## src/include/tbd_regs.svh

```systemverilog
// Register offsets, field positions, reset values and tap tables of the tick and buzzer block.
`ifndef TBD_REGS_SVH
`define TBD_REGS_SVH

// ============================================================================
// Register offsets (byte addresses on the plain register port)
// ============================================================================
`define TBD_OFS_CTRL        8'h00
`define TBD_OFS_IRQ_STATUS  8'h01
`define TBD_OFS_IRQ_MASK    8'h02
`define TBD_OFS_STATE       8'h03

// ============================================================================
// Field positions of time_base_control
// ============================================================================
`define TBD_CTRL_RATE_LSB   0
`define TBD_CTRL_RATE_MSB   2
`define TBD_CTRL_TICK_EN    3
`define TBD_CTRL_BUZZ_LSB   5
`define TBD_CTRL_BUZZ_MSB   6
`define TBD_CTRL_BUZZ_EN    7
`define TBD_CTRL_WMASK      8'hef

// ============================================================================
// Field positions of status, mask and state registers
// ============================================================================
`define TBD_IRQ_TICK        0
`define TBD_IRQ_WMASK       8'h01
`define TBD_STATE_BUZZ      0
`define TBD_STATE_TAP       1
`define TBD_STATE_SLOW      2

// ============================================================================
// Reset values
// ============================================================================
`define TBD_CTRL_RST        8'h00
`define TBD_IRQ_RST         8'h00
`define TBD_PRESC_RST       23'h000000

// ============================================================================
// Prescaler tap tables, highest code first; bit k has period 2^(k+1) counts
// ============================================================================
`define TBD_PRESC_W         23
`define TBD_TICK_FAST_TAPS  {5'h08, 5'h0a, 5'h0b, 5'h0c, 5'h0d, 5'h0f, 5'h14, 5'h16}
`define TBD_TICK_SLOW_TAPS  {5'h00, 5'h02, 5'h03, 5'h04, 5'h05, 5'h07, 5'h0c, 5'h0e}
`define TBD_BUZZ_FAST_TAPS  {5'h09, 5'h0a, 5'h0b, 5'h0c}
`define TBD_BUZZ_SLOW_TAPS  {5'h01, 5'h02, 5'h03, 5'h04}
`define TBD_SLOW_LAST_CODE  3'h1

`endif

```

## src/include/tbd_pkg.sv

```systemverilog
// Types shared by the tick and buzzer block.
package tbd_pkg;

  // ==========================================================================
  // Field and source types
  // ==========================================================================
  typedef logic [2:0] tbd_rate_t;
  typedef logic [1:0] tbd_buzz_rate_t;
  typedef logic [4:0] tbd_tap_t;

  // Which clock advances the prescaler.
  typedef enum logic {
    TBD_SRC_FAST,
    TBD_SRC_SLOW
  } tbd_src_t;

endpackage

```

## src/hdl/tbd_prescaler.sv

```systemverilog
// Free-running prescaler counter advanced by a clock-enable pulse.
`timescale 1ns/1ps
`include "tbd_regs.svh"

module tbd_prescaler (
  input  wire logic                      sys_clk,
  input  wire logic                      rst_n,
  input  wire logic                      advance,
  output logic [`TBD_PRESC_W-1:0]        count
);

  // ==========================================================================
  // Counter
  // ==========================================================================
  logic [`TBD_PRESC_W-1:0] cnt_q;
  logic [`TBD_PRESC_W-1:0] cnt_d;

  // Software never clears it, so every tap keeps its phase across enables.
  always_comb begin
    cnt_d = cnt_q;
    if (advance) begin
      cnt_d = cnt_q + `TBD_PRESC_W'(1);
    end
  end

  // Register stage.
  always_ff @(posedge sys_clk) begin
    if (!rst_n) begin
      cnt_q <= `TBD_PRESC_RST;
    end else begin
      cnt_q <= cnt_d;
    end
  end

  assign count = cnt_q;

endmodule // tbd_prescaler

```

## src/hdl/tbd_fall_det.sv

```systemverilog
// Falling-edge detector that only reports edges after a full armed cycle.
`timescale 1ns/1ps

module tbd_fall_det (
  input  wire logic sys_clk,
  input  wire logic rst_n,
  input  wire logic arm,
  input  wire logic sig,
  output logic      fall
);

  // ==========================================================================
  // Edge history
  // ==========================================================================
  logic prev_q;
  logic prev_d;
  logic armed_q;
  logic armed_d;

  // The history is only trusted once armed for a cycle, because arming and a
  // tap change can arrive in the same write and the old tap must not count.
  always_comb begin
    prev_d  = sig;
    armed_d = arm;
  end

  // Register stage.
  always_ff @(posedge sys_clk) begin
    if (!rst_n) begin
      prev_q  <= 1'b0;
      armed_q <= 1'b0;
    end else begin
      prev_q  <= prev_d;
      armed_q <= armed_d;
    end
  end

  assign fall = arm & armed_q & prev_q & ~sig;

endmodule // tbd_fall_det

```

## src/hdl/tbd_top.sv

```systemverilog
// Time-base tick interrupt and buzzer divider behind a plain register port.
//
// Local design decisions: the register offsets and the plain strobed port.
`timescale 1ns/1ps
`include "tbd_regs.svh"

// Functional notes
// - Tick on each falling edge of selected tap.
// - Enabling tick never clears the shared prescaler.
// - Fast source tick rates fc/2^23 down to fc/2^9.
// - Slow source tick rates; slow modes allow codes 0-1.
// - One write may set rate and enable together.
// - Buzzer pin gives square wave while enabled.
// - All four fields share one control register.
// - Buzzer rates fc/2^13..2^10 or fs/2^5..2^2.
module tbd_top (
  input  wire logic       sys_clk,
  input  wire logic       rst_n,
  input  wire logic [7:0] reg_addr,
  input  wire logic [7:0] reg_wdata,
  input  wire logic       reg_wr,
  input  wire logic       reg_rd,
  output logic [7:0]      reg_rdata,
  input  wire logic       run_fast,
  input  wire logic       prescaler_source_select,
  input  wire logic       slow_tick,
  output logic            tick_interrupt,
  output logic            irq,
  output logic            buzzer_output_n
);

  // ==========================================================================
  // Declarations
  // ==========================================================================
  localparam logic [7:0][4:0] TICK_FAST_TAPS = `TBD_TICK_FAST_TAPS;
  localparam logic [7:0][4:0] TICK_SLOW_TAPS = `TBD_TICK_SLOW_TAPS;
  localparam logic [3:0][4:0] BUZZ_FAST_TAPS = `TBD_BUZZ_FAST_TAPS;
  localparam logic [3:0][4:0] BUZZ_SLOW_TAPS = `TBD_BUZZ_SLOW_TAPS;

  logic [7:0]                 ctrl_q;
  logic [7:0]                 ctrl_d;
  logic [7:0]                 stat_q;
  logic [7:0]                 stat_d;
  logic [7:0]                 mask_q;
  logic [7:0]                 mask_d;
  logic [7:0]                 rdata_q;
  logic [7:0]                 rdata_d;
  logic                       tick_q;
  logic                       tick_d;
  logic                       buzz_q;
  logic                       buzz_d;

  tbd_pkg::tbd_src_t          src;
  tbd_pkg::tbd_rate_t         tick_rate;
  tbd_pkg::tbd_buzz_rate_t    buzz_rate;
  tbd_pkg::tbd_tap_t          tick_idx;
  tbd_pkg::tbd_tap_t          buzz_idx;
  logic                       tick_en;
  logic                       buzz_en;
  logic                       rate_ok;
  logic                       presc_adv;
  logic [`TBD_PRESC_W-1:0]    presc;
  logic                       tick_tap;
  logic                       buzz_tap;
  logic                       tick_fall;
  logic                       wr_ctrl;
  logic                       wr_stat;
  logic                       wr_mask;

  // ==========================================================================
  // Control fields and clock source
  // ==========================================================================
  // All four fields live in the one control register.
  assign tick_rate = ctrl_q[`TBD_CTRL_RATE_MSB:`TBD_CTRL_RATE_LSB];
  assign tick_en   = ctrl_q[`TBD_CTRL_TICK_EN];
  assign buzz_rate = ctrl_q[`TBD_CTRL_BUZZ_MSB:`TBD_CTRL_BUZZ_LSB];
  assign buzz_en   = ctrl_q[`TBD_CTRL_BUZZ_EN];

  // Slow run and slow halt modes always count the low-frequency clock.
  assign src = (!run_fast || prescaler_source_select) ? tbd_pkg::TBD_SRC_SLOW
                                                      : tbd_pkg::TBD_SRC_FAST;

  // The fast source advances every cycle, the slow one on its enable pulse.
  assign presc_adv = (src == tbd_pkg::TBD_SRC_FAST) ? 1'b1 : slow_tick;

  // ==========================================================================
  // Shared prescaler
  // ==========================================================================
  // Free-running: neither enable bit touches it, so the first tick may come early.
  tbd_prescaler u_presc (
    .sys_clk (sys_clk),
    .rst_n   (rst_n),
    .advance (presc_adv),
    .count   (presc)
  );

  // ==========================================================================
  // Tap selection
  // ==========================================================================
  // Codes above one are undefined in slow modes; they simply produce no tick.
  always_comb begin
    if (src == tbd_pkg::TBD_SRC_FAST) begin
      tick_idx = TICK_FAST_TAPS[tick_rate];
      buzz_idx = BUZZ_FAST_TAPS[buzz_rate];
    end else begin
      tick_idx = TICK_SLOW_TAPS[tick_rate];
      buzz_idx = BUZZ_SLOW_TAPS[buzz_rate];
    end
    rate_ok  = run_fast || (tick_rate <= `TBD_SLOW_LAST_CODE);
  end

  assign tick_tap = presc[tick_idx];
  assign buzz_tap = presc[buzz_idx];

  // ==========================================================================
  // Tick edge detection
  // ==========================================================================
  // Armed only while enabled; a rate chosen in the enabling write is used at once.
  tbd_fall_det u_tick_fall (
    .sys_clk (sys_clk),
    .rst_n   (rst_n),
    .arm     (tick_en && rate_ok),
    .sig     (tick_tap),
    .fall    (tick_fall)
  );

  // ==========================================================================
  // Register decode
  // ==========================================================================
  assign wr_ctrl = reg_wr && (reg_addr == `TBD_OFS_CTRL);
  assign wr_stat = reg_wr && (reg_addr == `TBD_OFS_IRQ_STATUS);
  assign wr_mask = reg_wr && (reg_addr == `TBD_OFS_IRQ_MASK);

  // Control, status and mask next values; a tick beats a same-cycle clear.
  always_comb begin
    ctrl_d = ctrl_q;
    mask_d = mask_q;
    stat_d = stat_q;
    if (wr_ctrl) begin
      ctrl_d = reg_wdata & `TBD_CTRL_WMASK;
    end
    if (wr_mask) begin
      mask_d = reg_wdata & `TBD_IRQ_WMASK;
    end
    if (wr_stat) begin
      stat_d = stat_q & ~(reg_wdata & `TBD_IRQ_WMASK);
    end
    if (tick_fall) begin
      stat_d[`TBD_IRQ_TICK] = 1'b1;
    end
  end

  // Read data stands only in the cycle after the read strobe.
  always_comb begin
    rdata_d = 8'h00;
    if (reg_rd) begin
      unique case (reg_addr)
        `TBD_OFS_CTRL:       rdata_d = ctrl_q;
        `TBD_OFS_IRQ_STATUS: rdata_d = stat_q;
        `TBD_OFS_IRQ_MASK:   rdata_d = mask_q;
        `TBD_OFS_STATE: begin
          rdata_d[`TBD_STATE_BUZZ] = buzz_q;
          rdata_d[`TBD_STATE_TAP]  = tick_tap;
          rdata_d[`TBD_STATE_SLOW] = (src == tbd_pkg::TBD_SRC_SLOW);
        end
        default:             rdata_d = 8'h00;
      endcase
    end
  end

  // Register stage of the software-visible state.
  always_ff @(posedge sys_clk) begin
    if (!rst_n) begin
      ctrl_q  <= `TBD_CTRL_RST;
      stat_q  <= `TBD_IRQ_RST;
      mask_q  <= `TBD_IRQ_RST;
      rdata_q <= 8'h00;
    end else begin
      ctrl_q  <= ctrl_d;
      stat_q  <= stat_d;
      mask_q  <= mask_d;
      rdata_q <= rdata_d;
    end
  end

  // ==========================================================================
  // Outputs
  // ==========================================================================
  // The tick request is a registered pulse; the buzzer pin idles high.
  always_comb begin
    tick_d = tick_fall;
    buzz_d = buzz_en ? buzz_tap : 1'b1;
  end

  // Register stage of the pin and request outputs.
  always_ff @(posedge sys_clk) begin
    if (!rst_n) begin
      tick_q <= 1'b0;
      buzz_q <= 1'b1;
    end else begin
      tick_q <= tick_d;
      buzz_q <= buzz_d;
    end
  end

  assign tick_interrupt  = tick_q;
  assign buzzer_output_n = buzz_q;
  assign reg_rdata       = rdata_q;
  assign irq             = |(stat_q & mask_q);
endmodule // tbd_top

```

## config.mk

```make
export PLATFORM = sky130hd
export DESIGN_NAME = tbd_top
export DESIGN_NICKNAME = d
export VERILOG_FILES = /design/src/include/tbd_pkg.sv /design/src/hdl/tbd_prescaler.sv /design/src/hdl/tbd_fall_det.sv /design/src/hdl/tbd_top.sv
export VERILOG_INCLUDE_DIRS = /design/src /design/src/include
export SDC_FILE = /design/constraint.sdc
export NUM_CORES = 1
export LEC_CHECK = 0
export ABC_AREA = 1
export BUFFER_PORTS_ARGS = -buffer_cell sky130_fd_sc_hd__buf_2
export CORE_ASPECT_RATIO = 2
export CORE_MARGIN = 10
export CORE_UTILIZATION = 58
export DETAILED_ROUTE_END_ITERATION = 16
export PLACE_DENSITY = 0.8
export SETUP_SLACK_MARGIN = 0.1
export SYNTH_ARGS = -nofsm -noshare
export SYNTH_HDL_FRONTEND = slang
export SYNTH_SLANG_ARGS = --single-unit
export TNS_END_PERCENT = 20
```

## constraint.sdc

```tcl
create_clock -name sys_clk -period 2 [get_ports sys_clk]
set_input_delay 0.4 -clock sys_clk [delete_from_list [all_inputs] [get_ports sys_clk]]
set_output_delay 0.4 -clock sys_clk [all_outputs]
set_load 0.01 [all_outputs]
```

---- Yosys cells after proc, flatten, opt, wreduce, memory -nomap -nowiden ----
Memory sizes are Yosys's and may differ from the RTL's. A register that Yosys moved wholly into a read port is not among the register bits.
Cells that the tools add are included.
word-level totals
  register bits ........................... 51
  memory bits (read-only) ................. 80
  output and inout port bits .............. 11
  logic and storage cells ................. 62
  memories ................................ 2
memory list
  name              depth  bits a word  rd ports  clocked after memory_dff  wr ports  line            source
  (name not given)  8      5            1         1                         0         tbd_top.sv:106  tick_idx = TICK_SLOW_TAPS[tick_rate];
  (name not given)  8      5            1         1                         0         tbd_top.sv:103  tick_idx = TICK_FAST_TAPS[tick_rate];
operators by class
  add/subtract/negate cells ............... 1
  magnitude comparators ................... 5
  equal/unequal tests ..................... 3
  multiplexer cells ....................... 22
  bitwise operators ....................... 7
  reduce and logical (&&, ||, !) cells .... 12
operator list
  cell                                                                          number
  5-bit two-way mux                                                             6
  23-bit by 1-bit adder with 23-bit output, second input constant               1
  5-bit binary-select mux with 2-bit select                                     2
  8-bit by 2-bit equality test with 1-bit output, second input constant         2
  5-bit by 6-bit less-than comparator with 1-bit output, second input constant  2
  3-bit two-way mux                                                             4
  3-bit one-hot mux with 4 select lines                                         1
  1-bit binary-select mux with 5-bit select                                     2
  5-bit one-hot mux with 2 select lines                                         1
  8-bit by 1-bit bitwise AND with 8-bit output                                  1
  8-bit bitwise AND                                                             1
  8-bit by 1-bit equality test with 1-bit output, second input constant         1
  8-bit logical NOT                                                             1
  1-bit inverter with 8-bit output                                              1
  8-bit OR reduction                                                            1
  1-bit two-way mux                                                             6
  1-bit logical AND                                                             4
  3-bit by 4-bit less-than comparator with 1-bit output, second input constant  1
  2-bit AND reduction                                                           2
  1-bit bitwise AND                                                             3
  3-bit by 1-bit <= comparator with 1-bit output, second input constant         1
  2-bit by 3-bit less-than comparator with 1-bit output, second input constant  1
  1-bit logical OR                                                              2
  2-bit nonzero test                                                            1
  2 further kinds                                                               2

---- Logic depth before layout (Yosys ltp) ----
Gate-level depths: netlist (run 1).
  word-level depth ........................ 9
  gate-level depth with buffers ........... 11
  mapped depth without buffers ............ 11

---- By module ----
A second synthesis (run 1) with hierarchy kept.
second synthesis, totals
  cells, all modules ...................... 392
  area total of the unflattened synthesis .. 2600.0 µm²
by module, submodules not included
  module         instances  cells each  area an instance (µm²)  seq. area each (µm²)
  tbd_top        1          207         1362.6                  460.4
  tbd_prescaler  1          175         1167.4                  460.4
  tbd_fall_det   1          10          70.1                    40.0

---- Worst setup path before layout (run 1) ----
No wires, ideal clock.
  kind .................................... input to register
  from .................................... input reg_addr[7]
  to ...................................... register, netlist name tick_idx[2]
  library setup time ...................... 0.120 ns
  arrival ................................. 1.545 ns
  required time ........................... 1.880 ns
  path slack .............................. 0.335 ns
  cell stages on the path ................. 9
  buffers on the path ..................... 1
  path through ............................ nor2_1 > nand2_1 > nor2_4 > nand2_2 > buf_6 > a21oi_4 > nand2_4 > ha_1 > or2_1
RTL lines
  item         line           source
  from (decl)  tbd_top.sv:19  input wire logic [7:0] reg_addr,

---- Worst setup path after layout (run 1) ----
  from .................................... register u_presc.cnt_q[7], in the netlist u_presc.count[7]
  to ...................................... register u_presc.cnt_q[14], in the netlist u_presc.count[14]
on the way
  cells in the longest elaborated chain, start to end .. 1
ends and longest elaborated chain
  item                                      line                 source
  from (decl)                               tbd_prescaler.sv:15  logic [`TBD_PRESC_W-1:0] cnt_q;
  from (signal assigned)                    tbd_prescaler.sv:29  cnt_q <= `TBD_PRESC_RST;
  from (signal assigned)                    tbd_prescaler.sv:31  cnt_q <= cnt_d;
  23-bit by 1-bit adder with 23-bit output  tbd_prescaler.sv:22  cnt_d = cnt_q + `TBD_PRESC_W'(1);
Every way passes these cells.
A chain may end at the register's enable or synchronous reset.

==> results of run 1 <==
[critical path, stage by stage (launching register included)]
cell	delay, ns
dfxtp_1	0.47
nand2_1	0.16
nor3_1	0.45
nand2_1	0.14
nor2_1	0.16
xor2_1	0.16
nand2_1	0.07
a21oi_1	0.11
[layout make-up]
| cell class | instances | area [sq um] | area share [%] |
|---|---|---|---|
| Timing Repair Buffer | 42 | 237.7 | 7.819 |
| Clock buffer | 5 | 68.82 | 2.263 |
| Sequential cell | 48 | 962.2 | 31.65 |
| Clock inverter | 2 | 12.51 | 0.4115 |
| Tap cell | 55 | 68.82 | 2.263 |
| Inverter | 58 | 217.7 | 7.160 |
| Multi-Input combinational cell | 295 | 1473 | 48.44 |
[cells by family (layout without fill, tap and decap cells)]
family / count (synthesis) / in the layout / share of synthesized area (%)
AOI/OAI and AO/OA: 68 / 68 / 13.59
xor gates and xnor gates: 5 / 5 / 1.613
DFF: 48 / 48 / 35.39
and+or+nand+nor: 217 / 217 / 37.05
buffers and inverters: 70 / 107 / 10.37
adders and majority gates: 4 / 4 / 1.843
other: 1 / 1 / 0.1381
[synth_stat cells, drive strengths merged]
master and number:
nand2 105, inv 56, dfxtp 48, nor2 46, nand3 38, a21oi 36, o21ai 25, nor3 13
buf 9, nand4 8, ha 4, or2 4, xor2 4, clkbuf 3, a211oi 2, clkinv 2
nand3b 2, o211ai 2, conb 1, nand2b 1, o21a 1, o221ai 1, o22ai 1, xnor2 1
[routing by layer]
metal | GRT usage, % | up-vias | part of all wire (%)
met2 | 38.78 | 79 | 55
li1 | - | 1398 | -
met4 | 11.07 | 0 | 5.8
met1 | 19.75 | 1277 | 36
met3 | 3.458 | 28 | 3.1
met5 | 0 | - | 0
[path summary, 6_finish.rpt]
kind	start	to	slack [ns]	cells after the start
hold reg to reg	ctrl_q[7]	buzzer_output_n	0.42	1
setup reg to reg	u_presc.count[7]	u_presc.count[14]	0.22	7
setup / recovery	u_presc.count[7]	u_presc.count[14]	0.22	7
hold / removal	reg_rd	reg_rdata[0]	0.36	3
[flip-flops by register name, indices dropped and copies added (netlist names), named ones only]
signal and flops:
tick_interrupt 1, buzzer_output_n 1, u_presc.count 23, ctrl_q 7, tick_idx 1, reg_rdata 7, mask_q 1, u_tick_fall.prev_q 1
u_tick_fall.armed_q 1, stat_q 1
[what timing repair did]
item | 4_1_cts | 5_1_grt
hold endpoints to repair | 0 | 0
resized for setup | 0 | 1
hold buffers | 0 | 0
endpoints found under the setup margin | 0 | 4
[stage by stage]
| stage | total power, mW | setup WS [ns] | instances | cell area (sq um) | hold WS (ns) |
|---|---|---|---|---|---|
| 5_1_grt | 1.715 | 0.07944 | 505 | 3040 | 0.3722 |
| 3_5_place_dp | 1.109 | 0.07363 | 498 | 2958 | 0.4071 |
| 6_report | 1.657 | 0.2206 | 505 | 3040 | 0.3582 |
| 4_1_cts | 1.664 | 0.2695 | 505 | 3039 | 0.3592 |
| 2_1_floorplan | 1.055 | 0.3346 | 413 | 2715 | 0.3906 |
| 3_3_place_gp | 1.105 | 0.1577 | 498 | 2958 | 0.4087 |
[power groups by stage]
stage | Combinational (mW) | Clock, mW | Sequential [mW]
2_1_floorplan | 0.0655 | 0 | 0.990
3_3_place_gp | 0.115 | 0 | 0.990
3_5_place_dp | 0.118 | 0 | 0.990
4_1_cts | 0.119 | 0.577 | 0.968
5_1_grt | 0.135 | 0.611 | 0.969
6_report | 0.119 | 0.570 | 0.968
==> results.md, run 1 <==
* Clock buffer depth at 2
* Syn_nets at 440
* Ys Warns at 0
* Finished Core Util at about two thirds
* WP data required at ~2.2 ns
* Max-cap viol count at 0
* First-pass GRT wire length at 12710 um
* Top Ports at 34
* Vias in the first global route at 2779
* Cell leakage power at 1.234 nW
* Commonest cells after routing, fill and taps aside: nand2_1, inv_1, dfxtp_1
* Highest clock rate at 0.5620 GHz
* Top-area cell type share of the netlist area at 35.39%
* Critical Path Sink Type: flop
* Power Dens Cells at 545.1 nW/um^2
* Commonest non-fill, non-tap cell in the layout: nand2_1
* CP max FO at 6
* Setup crit start kind: flop
* Antenna violations before repair at 0
* Combinational fraction of design power at 7.2%
* Core area at about 4600 sq um
* Netlist Area Pre-Place at 2715 sq um
* Full die area at roughly 8000 sq um
* Layout area overhead at 11.98%
* Num rows at 35
* Final Max Slew Viols at 0
* CTS sink cnt at 48
* Peak VDD IR at approximately 0.56 mV
* DR DRC count at 0
* Mapped Cells at 413
* Sw frac at 25.02%
* Crit share post-route at 88.97%
* Vias per cell at 5.509
* Min cycle time layout at between 1.5 and 2 ns
* Biggest area consumer among synthesized cells: dfxtp_1
* Total Nets Final at ~480
* Die Y at 116.8 um
* Critical path start-end classification: flop to flop
* Largest net degree at the start of global routing at 17
* Total congestion overflow at 0
* DRT iter0 DRCs at 202
* Setup repair bufs after CTS at 0
* P_int at 1.243 mW
* Actual slew at the worst max-slew pin at 0.6011 ns
* IO Port Bufs at 31
* WL final at 7629 um
* CP Data Arrival Time at 2.02 ns
* Final setup violating endpoints at 0
* Tightest Hold Check Type: input pin to flop
* Htree depth at 2
* Vias at between 2000 and 3000
* Share of cells above drive strength 1 at 18.00%
* Switch Pwr at approximately 0.41 mW
* Sequential power share at 58.4%
* Placer Congestion at 0.9778
* Worst-Skew Late Latency at 0.30 ns
* Number of detailed-route iterations in the first pass at 4
* Synth unique cells at 38
* WL/cell at 15.11 um
* DP HPWL at 6092 um
* Root Driver: clkbuf_8
* Status: finished clean
* CTS clk-pin slew, worst paths at 0.09 ns
* Clock skew at 0.005975 ns
* Total negative slack at 0 ns
* Rel. slew slack at 59.62%
* Avg Inst Size Synth at 6.574 sq um
* Fill count at 448
* Starting Density at between 50% and 60%
* Ant diodes at 0
* Seq/Total Area, Yosys at roughly 35%
* TritonCTS clock tree: built
* Unrepaired setup endpoints after global routing: true
* Final ANT Viol Nets at 0
* Post-synthesis register bit count at 48
* CTS Buf Count at 5
* Die Wd at slightly below 70 um
* Total GRT Usage at 20.63%
* Fin. Hold Viols at 0
* Synth area leaders: dfxtp_1, nand2_1, inv_1
* Clk pwr share at 34.4%
(Power assumes the default switching activity.)
==> inputs of run 2 (changes only) <==
- ABC_AREA: 1 -> default
- CORE_UTILIZATION: 58 -> 56
- PLACE_DENSITY: 0.8 -> 0.78
==> run 2 against run 1 <==
  * Clock skew is 0.0020 ns higher
  * Worst setup slack lost 0.19 ns
  * Highest routed layer unchanged
  * Register-to-register slack got worse by 0.04 ns
  * First-iteration DRC count down 68%
  * Combinational power down 18%
  * Hold slack worse by 0.0061 ns
  * Sequential share of layout area rose by 1.8 points
  * Clock power up 25%
  * Maximum frequency is 9.8% lower
  * Wire length is 28% lower
  * Final cell count down 32%
  * Synthesized area down 12%
==> results.md, run 2 <==
* Most common library cells after synthesis: dfxtp_1, and2_1, nand2_1
* Total Nets Final at between 300 and 400
* Starting Density at between 50 and 60%
* Syn_nets at approximately 270
* Share of cells above drive strength 1 at 29.07%
* Ant diodes at 0
* Die Y at 112.4 um
* DP HPWL at 4091 um
* Min cycle time layout at 1.973 ns
* Cell leakage power at about 1.2 nW
* Peak VDD IR at approximately 0.54 mV
* Vias at 1906
* Clock buffer depth at 2
* Critical path start-end classification: input pin to flop
* Power Dens Cells at ~620 nW/um^2
* CP max FO at 6
* CTS Buf Count at 5
* Final Max Slew Viols at 0
* IO Port Bufs at 31
* Fin. Hold Viols at 0
* CP dominant cell by count: inv_1
* Sequential power share at 54.4%
* Commonest cells after routing, fill and taps aside: dfxtp_1, buf_2, buf_4
* Num rows at 33
* Place WS at -0.3132 ns
* CTS clk-pin slew, worst paths at 0.10 ns
* Largest delay contributor family on the critical path: simple AND/OR/NAND/NOR gates
* First-pass GRT wire length at between 9000 and 10000 um
* Htree depth at 2
* Largest net degree at the start of global routing at 25
* TritonCTS clock tree: built
* Mapped Cells at 240
* Placed Instances at 330
* Post-route cell area at 2882 sq um
* Combinational fraction of design power at 5.4%
* DRT iter0 DRCs at 64
* Crit share post-route at 98.66%
* Top-area cell type share of the netlist area at between 40% and 50%
* Top Ports at 34
* Number of synthesized flops with an enable pin at 0
* CTS sink cnt at 48
* Total GRT Usage at 15.30%
* WP data required at 2.23 ns
* Synth unique cells at 44
* Finished Core Util at a little over two thirds
* CP peak stage delay at 0.53 ns
* Post-DP Area at 2700 sq um
* Unrepaired setup endpoints after global routing: true
* Worst-Skew Late Latency at 0.30 ns
* Post-CTS Hold Buffers at 0
* Vias per cell at 5.589
* PnR worst setup slack at 0.02686 ns
* Highest clock rate at 0.5068 GHz
* Vias in the first global route at just under 2000
* Avg Inst Size Synth at 9.952 sq um
* Final setup violating endpoints at 0
* Ys Warns at 0
* Sw frac at 22.11%
* Antenna violations before repair at 0
* Placer Congestion at 0.8773
* P_int at ~1.4 mW
* Total congestion overflow at 0
* Final Non-Filler Cells at between 300 and 400
* DR DRC count at 0
* Synth area leaders: dfxtp_1, mux4_2, mux2i_1
* Commonest non-fill, non-tap cell in the layout: dfxtp_1
* CP Data Arrival Time at 2.21 ns
* Number of detailed-route iterations in the first pass at 4
* Post-synthesis register bit count at 48
* CP cell instances: buf_6, or4_4, nor3_4, nand3_4, mux2i_1, nor2b_1, inv_1, ha_1, inv_1, a22oi_1
* Biggest area consumer among synthesized cells: dfxtp_1
* Post-synth top flop: dfxtp_1
* Tightest Hold Check Type: input pin to flop
* Status: finished clean
* Clock skew at 0.007969 ns
* Count leader, synth: dfxtp_1
* Layout area overhead at 20.64%
* Setup crit start kind: input pin
* Asr flop ratio synth at 0%
* WHS at 0.3521 ns
* Max reg flops at 23
* Core area at 4129 sq um
* Max-cap viol count at 0
* WL final at about 5500 um
* Root Driver: clkbuf_8
* CP max-delay cell: or4_4
* Seq/Total Area, Yosys at 40.23%
* Full die area at 7436 sq um
* Die Wd at between 60 and 70 um
* Final ANT Viol Nets at 0
* Netlist Area Pre-Place at 2389 sq um
* Clk pwr share at between 40% and 50%
* Critical Path Sink Type: flop
* WL/cell at between 15 and 20 um
* Buf+Inv Stages, Crit Path at 3
* Switch Pwr at 0.3935 mW
-- run 2: final timing paths --
| check | startpoint | to | slack, ns | cells after the start |
|---|---|---|---|---|
| worst max-delay path | reg_addr[3] | flop | 0.03 | 10 |
| worst min-delay path | reg_wdata[5] | ctrl_q[5] | 0.35 | 3 |
| worst max register to register | u_presc.count[6] | u_presc.count[15] | 0.18 | 7 |
| worst min register to register | ctrl_q[7] | buzzer_output_n | 0.46 | 1 |
-- run 2: kinds of logic (layout without fill, tap and decap cells) --
kind of cell,Yosys count,count (layout),share of synthesized area [%]
buffers and inverters,19,68,3.614
xor gates and xnor gates,17,17,6.234
DFF,48,48,40.23
other,1,1,0.1570
muxes,25,25,15.77
AOI/OAI and AO/OA,28,28,8.277
and+or+nand+nor,98,98,23.62
adders and majority gates,4,4,2.095
-- run 2: area by class of cell --
cell class | count | area, sq um
multi-input cells | 173 | 1375
fillers | 324 | 1247
flip-flops and latches | 48 | 964.7
repair buffers | 52 | 331.6
clock buffers | 5 | 68.82
well taps | 52 | 65.06
clock inverters | 3 | 46.29
inverters | 8 | 30.03
-- run 2: worst reg2reg max path: cells and delay by family (launching register included) --
| family | cells | cell delay (ns) |
|---|---|---|
| flip-flops | 1 | 0.41 |
| AND/OR/NAND/NOR | 5 | 1.00 |
| XOR/XNOR | 1 | 0.13 |
| buffers and inverters | 1 | 0.18 |
-- run 2: through the flow --
| step | power [mW] | setup TNS [ns] |
|---|---|---|
| after floorplan | 1.041 | -0.4329 |
| after global placement | 1.080 | -1.684 |
| after CTS | 1.797 | 0 |
| final | 1.780 | 0 |
| after detailed placement | 1.082 | -1.853 |
| after global routing | 1.851 | -0.2339 |
-- run 2: routing by layer --
metal / part of all wire, % / global-route usage (%)
met1: 35 / 14.80
met2: 56 / 28.52
met3: 4.7 / 3.586
met4: 3.8 / 7.032
met5: 0 / 0
-- run 2: what timing repair did --
action | CTS | global route
cloned | 0 | 0
gates resized for setup | 1 | 11
pin swaps | 0 | 0
buffers inserted | 0 | 3
endpoints found under the setup margin | 3 | 15
-- run 2: power groups by stage --
stage | Combinational [mW] | Clock [mW] | Sequential [mW]
finish | 0.0970 | 0.715 | 0.968
global route | 0.107 | 0.774 | 0.970
CTS | 0.0938 | 0.735 | 0.968
detailed placement | 0.0919 | 0 | 0.991
global placement | 0.0897 | 0 | 0.991
floorplan | 0.0523 | 0 | 0.989
==> inputs of run 3 (changes only) <==
- CORE_UTILIZATION: 56 -> 51
- PLACE_DENSITY: 0.78 -> 0.75
- clock period: 2 -> 1.75 ns (I/O delays scaled with it)
==> run 3 against run 2 <==
  * Sequential power is 14% higher
  * Via count increased by 4.0%
  * Die area up 7.4%
  * Final cell count rose by 4.4%
  * Largest power group unchanged
  * First-iteration DRC count is 11% higher
  * Non-clock buffer count up 12
  * Utilization fell by 4.1 points
  * The run now ends with setup timing left
  * Clock skew is essentially flat
  * Flip-flop and latch count unchanged
  * Clock-buffer cell count grew 1
==> results.md, run 3 (synthesis results as in run 2) <==
* Total congestion overflow at 0
* Power Dens Cells at 647.6 nW/um^2
* Clock buffer depth at 2
* R2R cell count at 7
* Max reg flops at 23
* Vias at 1982
* Status: finished, violations left
* Largest net degree at the start of global routing at 24
* Place WS at -0.4963 ns
* Post-DP Area at 2801 sq um
* CP Data Arrival Time at 2.08 ns
* Reg2reg setup slack at ~0.05 ns
* First-pass GRT wire length at 9604 um
* Critical Path Sink Type: flop
* Vias per cell at 5.567
* Full die area at 7987 sq um
* Layout area overhead at 25.30%
* Final setup violating endpoints at 5
* PnR worst setup slack at -0.1391 ns
* Crit share post-route at 107.9%
* Unrepaired setup endpoints after global routing: true
* Final ANT Viol Nets at 0
* Total negative slack at -0.4707 ns
* Failing checks: setup timing
* Final Max Slew Viols at 0
* Critical path start-end classification: input pin to flop
* Commonest non-fill, non-tap cell in the layout: dfxtp_1
* CTS clk-pin slew, worst paths at 0.09 ns
* Die Wd at between 60 and 70 um
* Htree depth at 2
* Setup crit start kind: input pin
* Ant diodes at 0
* Min cycle time layout at approximately 1.9 ns
* Root Driver: clkbuf_8
* Core area at 4554 sq um
* Worst-Skew Late Latency at 0.31 ns
* Tightest Hold Check Type: input pin to flop
* WHS Endpoint: ctrl_q[3]
* Hold Startpoint: reg_wdata[3]
* CTS Buf Count at 5
* Commonest cells after routing, fill and taps aside: dfxtp_1, buf_4, buf_2
* Cell leakage power at 1.242 nW
* Die Y at 116.8 um
* Hold Path Stages at 3
* WL final at 5869 um
* Top Ports at 34
* Starting Density at 52.45%
* Max-cap viol count at 0
* Placer Congestion at 0.9306
* DP HPWL at 4566 um
* CP dominant cell by count: buf_4
* Total GRT Usage at about 16%
* CP max-delay cell: or4_4
* WP data required at 1.95 ns
* DRT iter0 DRCs at 71
* Fin. Hold Viols at 0
* IO Port Bufs at 31
* Share of cells above drive strength 1 at 36.54%
* WL/cell at 16.49 um
* Total Nets Final at 327
* Post-CTS Hold Buffers at 0
* DR DRC count at 0
* Number of detailed-route iterations in the first pass at 4
* TritonCTS clock tree: built
* CP peak stage delay at 0.53 ns
* Post-route cell area at about 3000 sq um
* CTS sink cnt at 48
* CP cell instances: buf_6, or4_4, nor3_4, nand3_2, buf_4, mux2i_1, nor2b_2, buf_4, or2_1
* Vias in the first global route at 2041
* Peak VDD IR at 0.5594 mV
* Reg-to-Reg End: tick_interrupt
* Antenna violations before repair at 0
* Num rows at 35
* Clock skew at 0.008138 ns
* Highest clock rate at 0.5294 GHz
* CP max FO at 5
==> run 3: worst max path at each step <==
stage	startpoint	end	slack [ns]	cells past startpoint
floorplan	reg_addr[3]	flop	-0.38	10
global placement	reg_addr[3]	tick_idx[2]	-0.44	8
detailed placement	reg_addr[3]	tick_idx[2]	-0.50	8
CTS	reg_addr[3]	flop	-0.14	10
global route	reg_addr[3]	flop	-0.23	10
finish	reg_addr[3]	flop	-0.14	9
==> run 3: final cells by class <==
cell class	instances	area, sq um
Tap cell	55	68.82
Timing Repair Buffer	64	421.7
Clock buffer	6	82.58
Sequential cell	48	982.2
Inverter	8	30.03
Multi-Input combinational cell	173	1393
Fill cell	388	1562
Clock inverter	2	15.01
==> run 3: stage by stage <==
| step | util [%] | instances | total power, mW | hold WS [ns] |
|---|---|---|---|---|
| finish | 65.71 | 356 | 1.938 | 0.2933 |
| global route | 65.71 | 356 | 2.003 | 0.2974 |
| detailed placement | 61.51 | 346 | 1.248 | 0.4413 |
| global placement | 61.51 | 346 | 1.245 | 0.4247 |
| floorplan | - | 240 | 1.190 | 0.4012 |
| CTS | 64.59 | 356 | 1.949 | 0.2972 |
==> run 3: report_power, final <==
| part | internal, mW | switching, mW | total (mW) |
|---|---|---|---|
| clock | 0.321 | 0.395 | 0.715 |
| combinational | 0.0629 | 0.0569 | 0.120 |
| sequential | 1.09 | 0.00847 | 1.10 |
| total | 1.48 | 0.460 | 1.94 |
==> run 3: routing by layer <==
layer	up-vias	track usage [%]	share of wire (%)
li1	956	-	-
met4	0	7.422	3.8
met2	55	30.24	57
met3	18	2.765	4.5
met5	-	0	0
met1	953	14.18	35
==> run 3: what timing repair did <==
action,in CTS,in global routing
buffers inserted,2,0
pin swaps,5,4
endpoints found under the setup margin,20,24
gates resized for setup,11,17
==> run 3: worst max-delay path: cells and delay by family <==
kind                   cells  cell delay [ns]
multiplexers               1             0.19
buffers and inverters      3             0.42
AND/OR/NAND/NOR            5             1.12
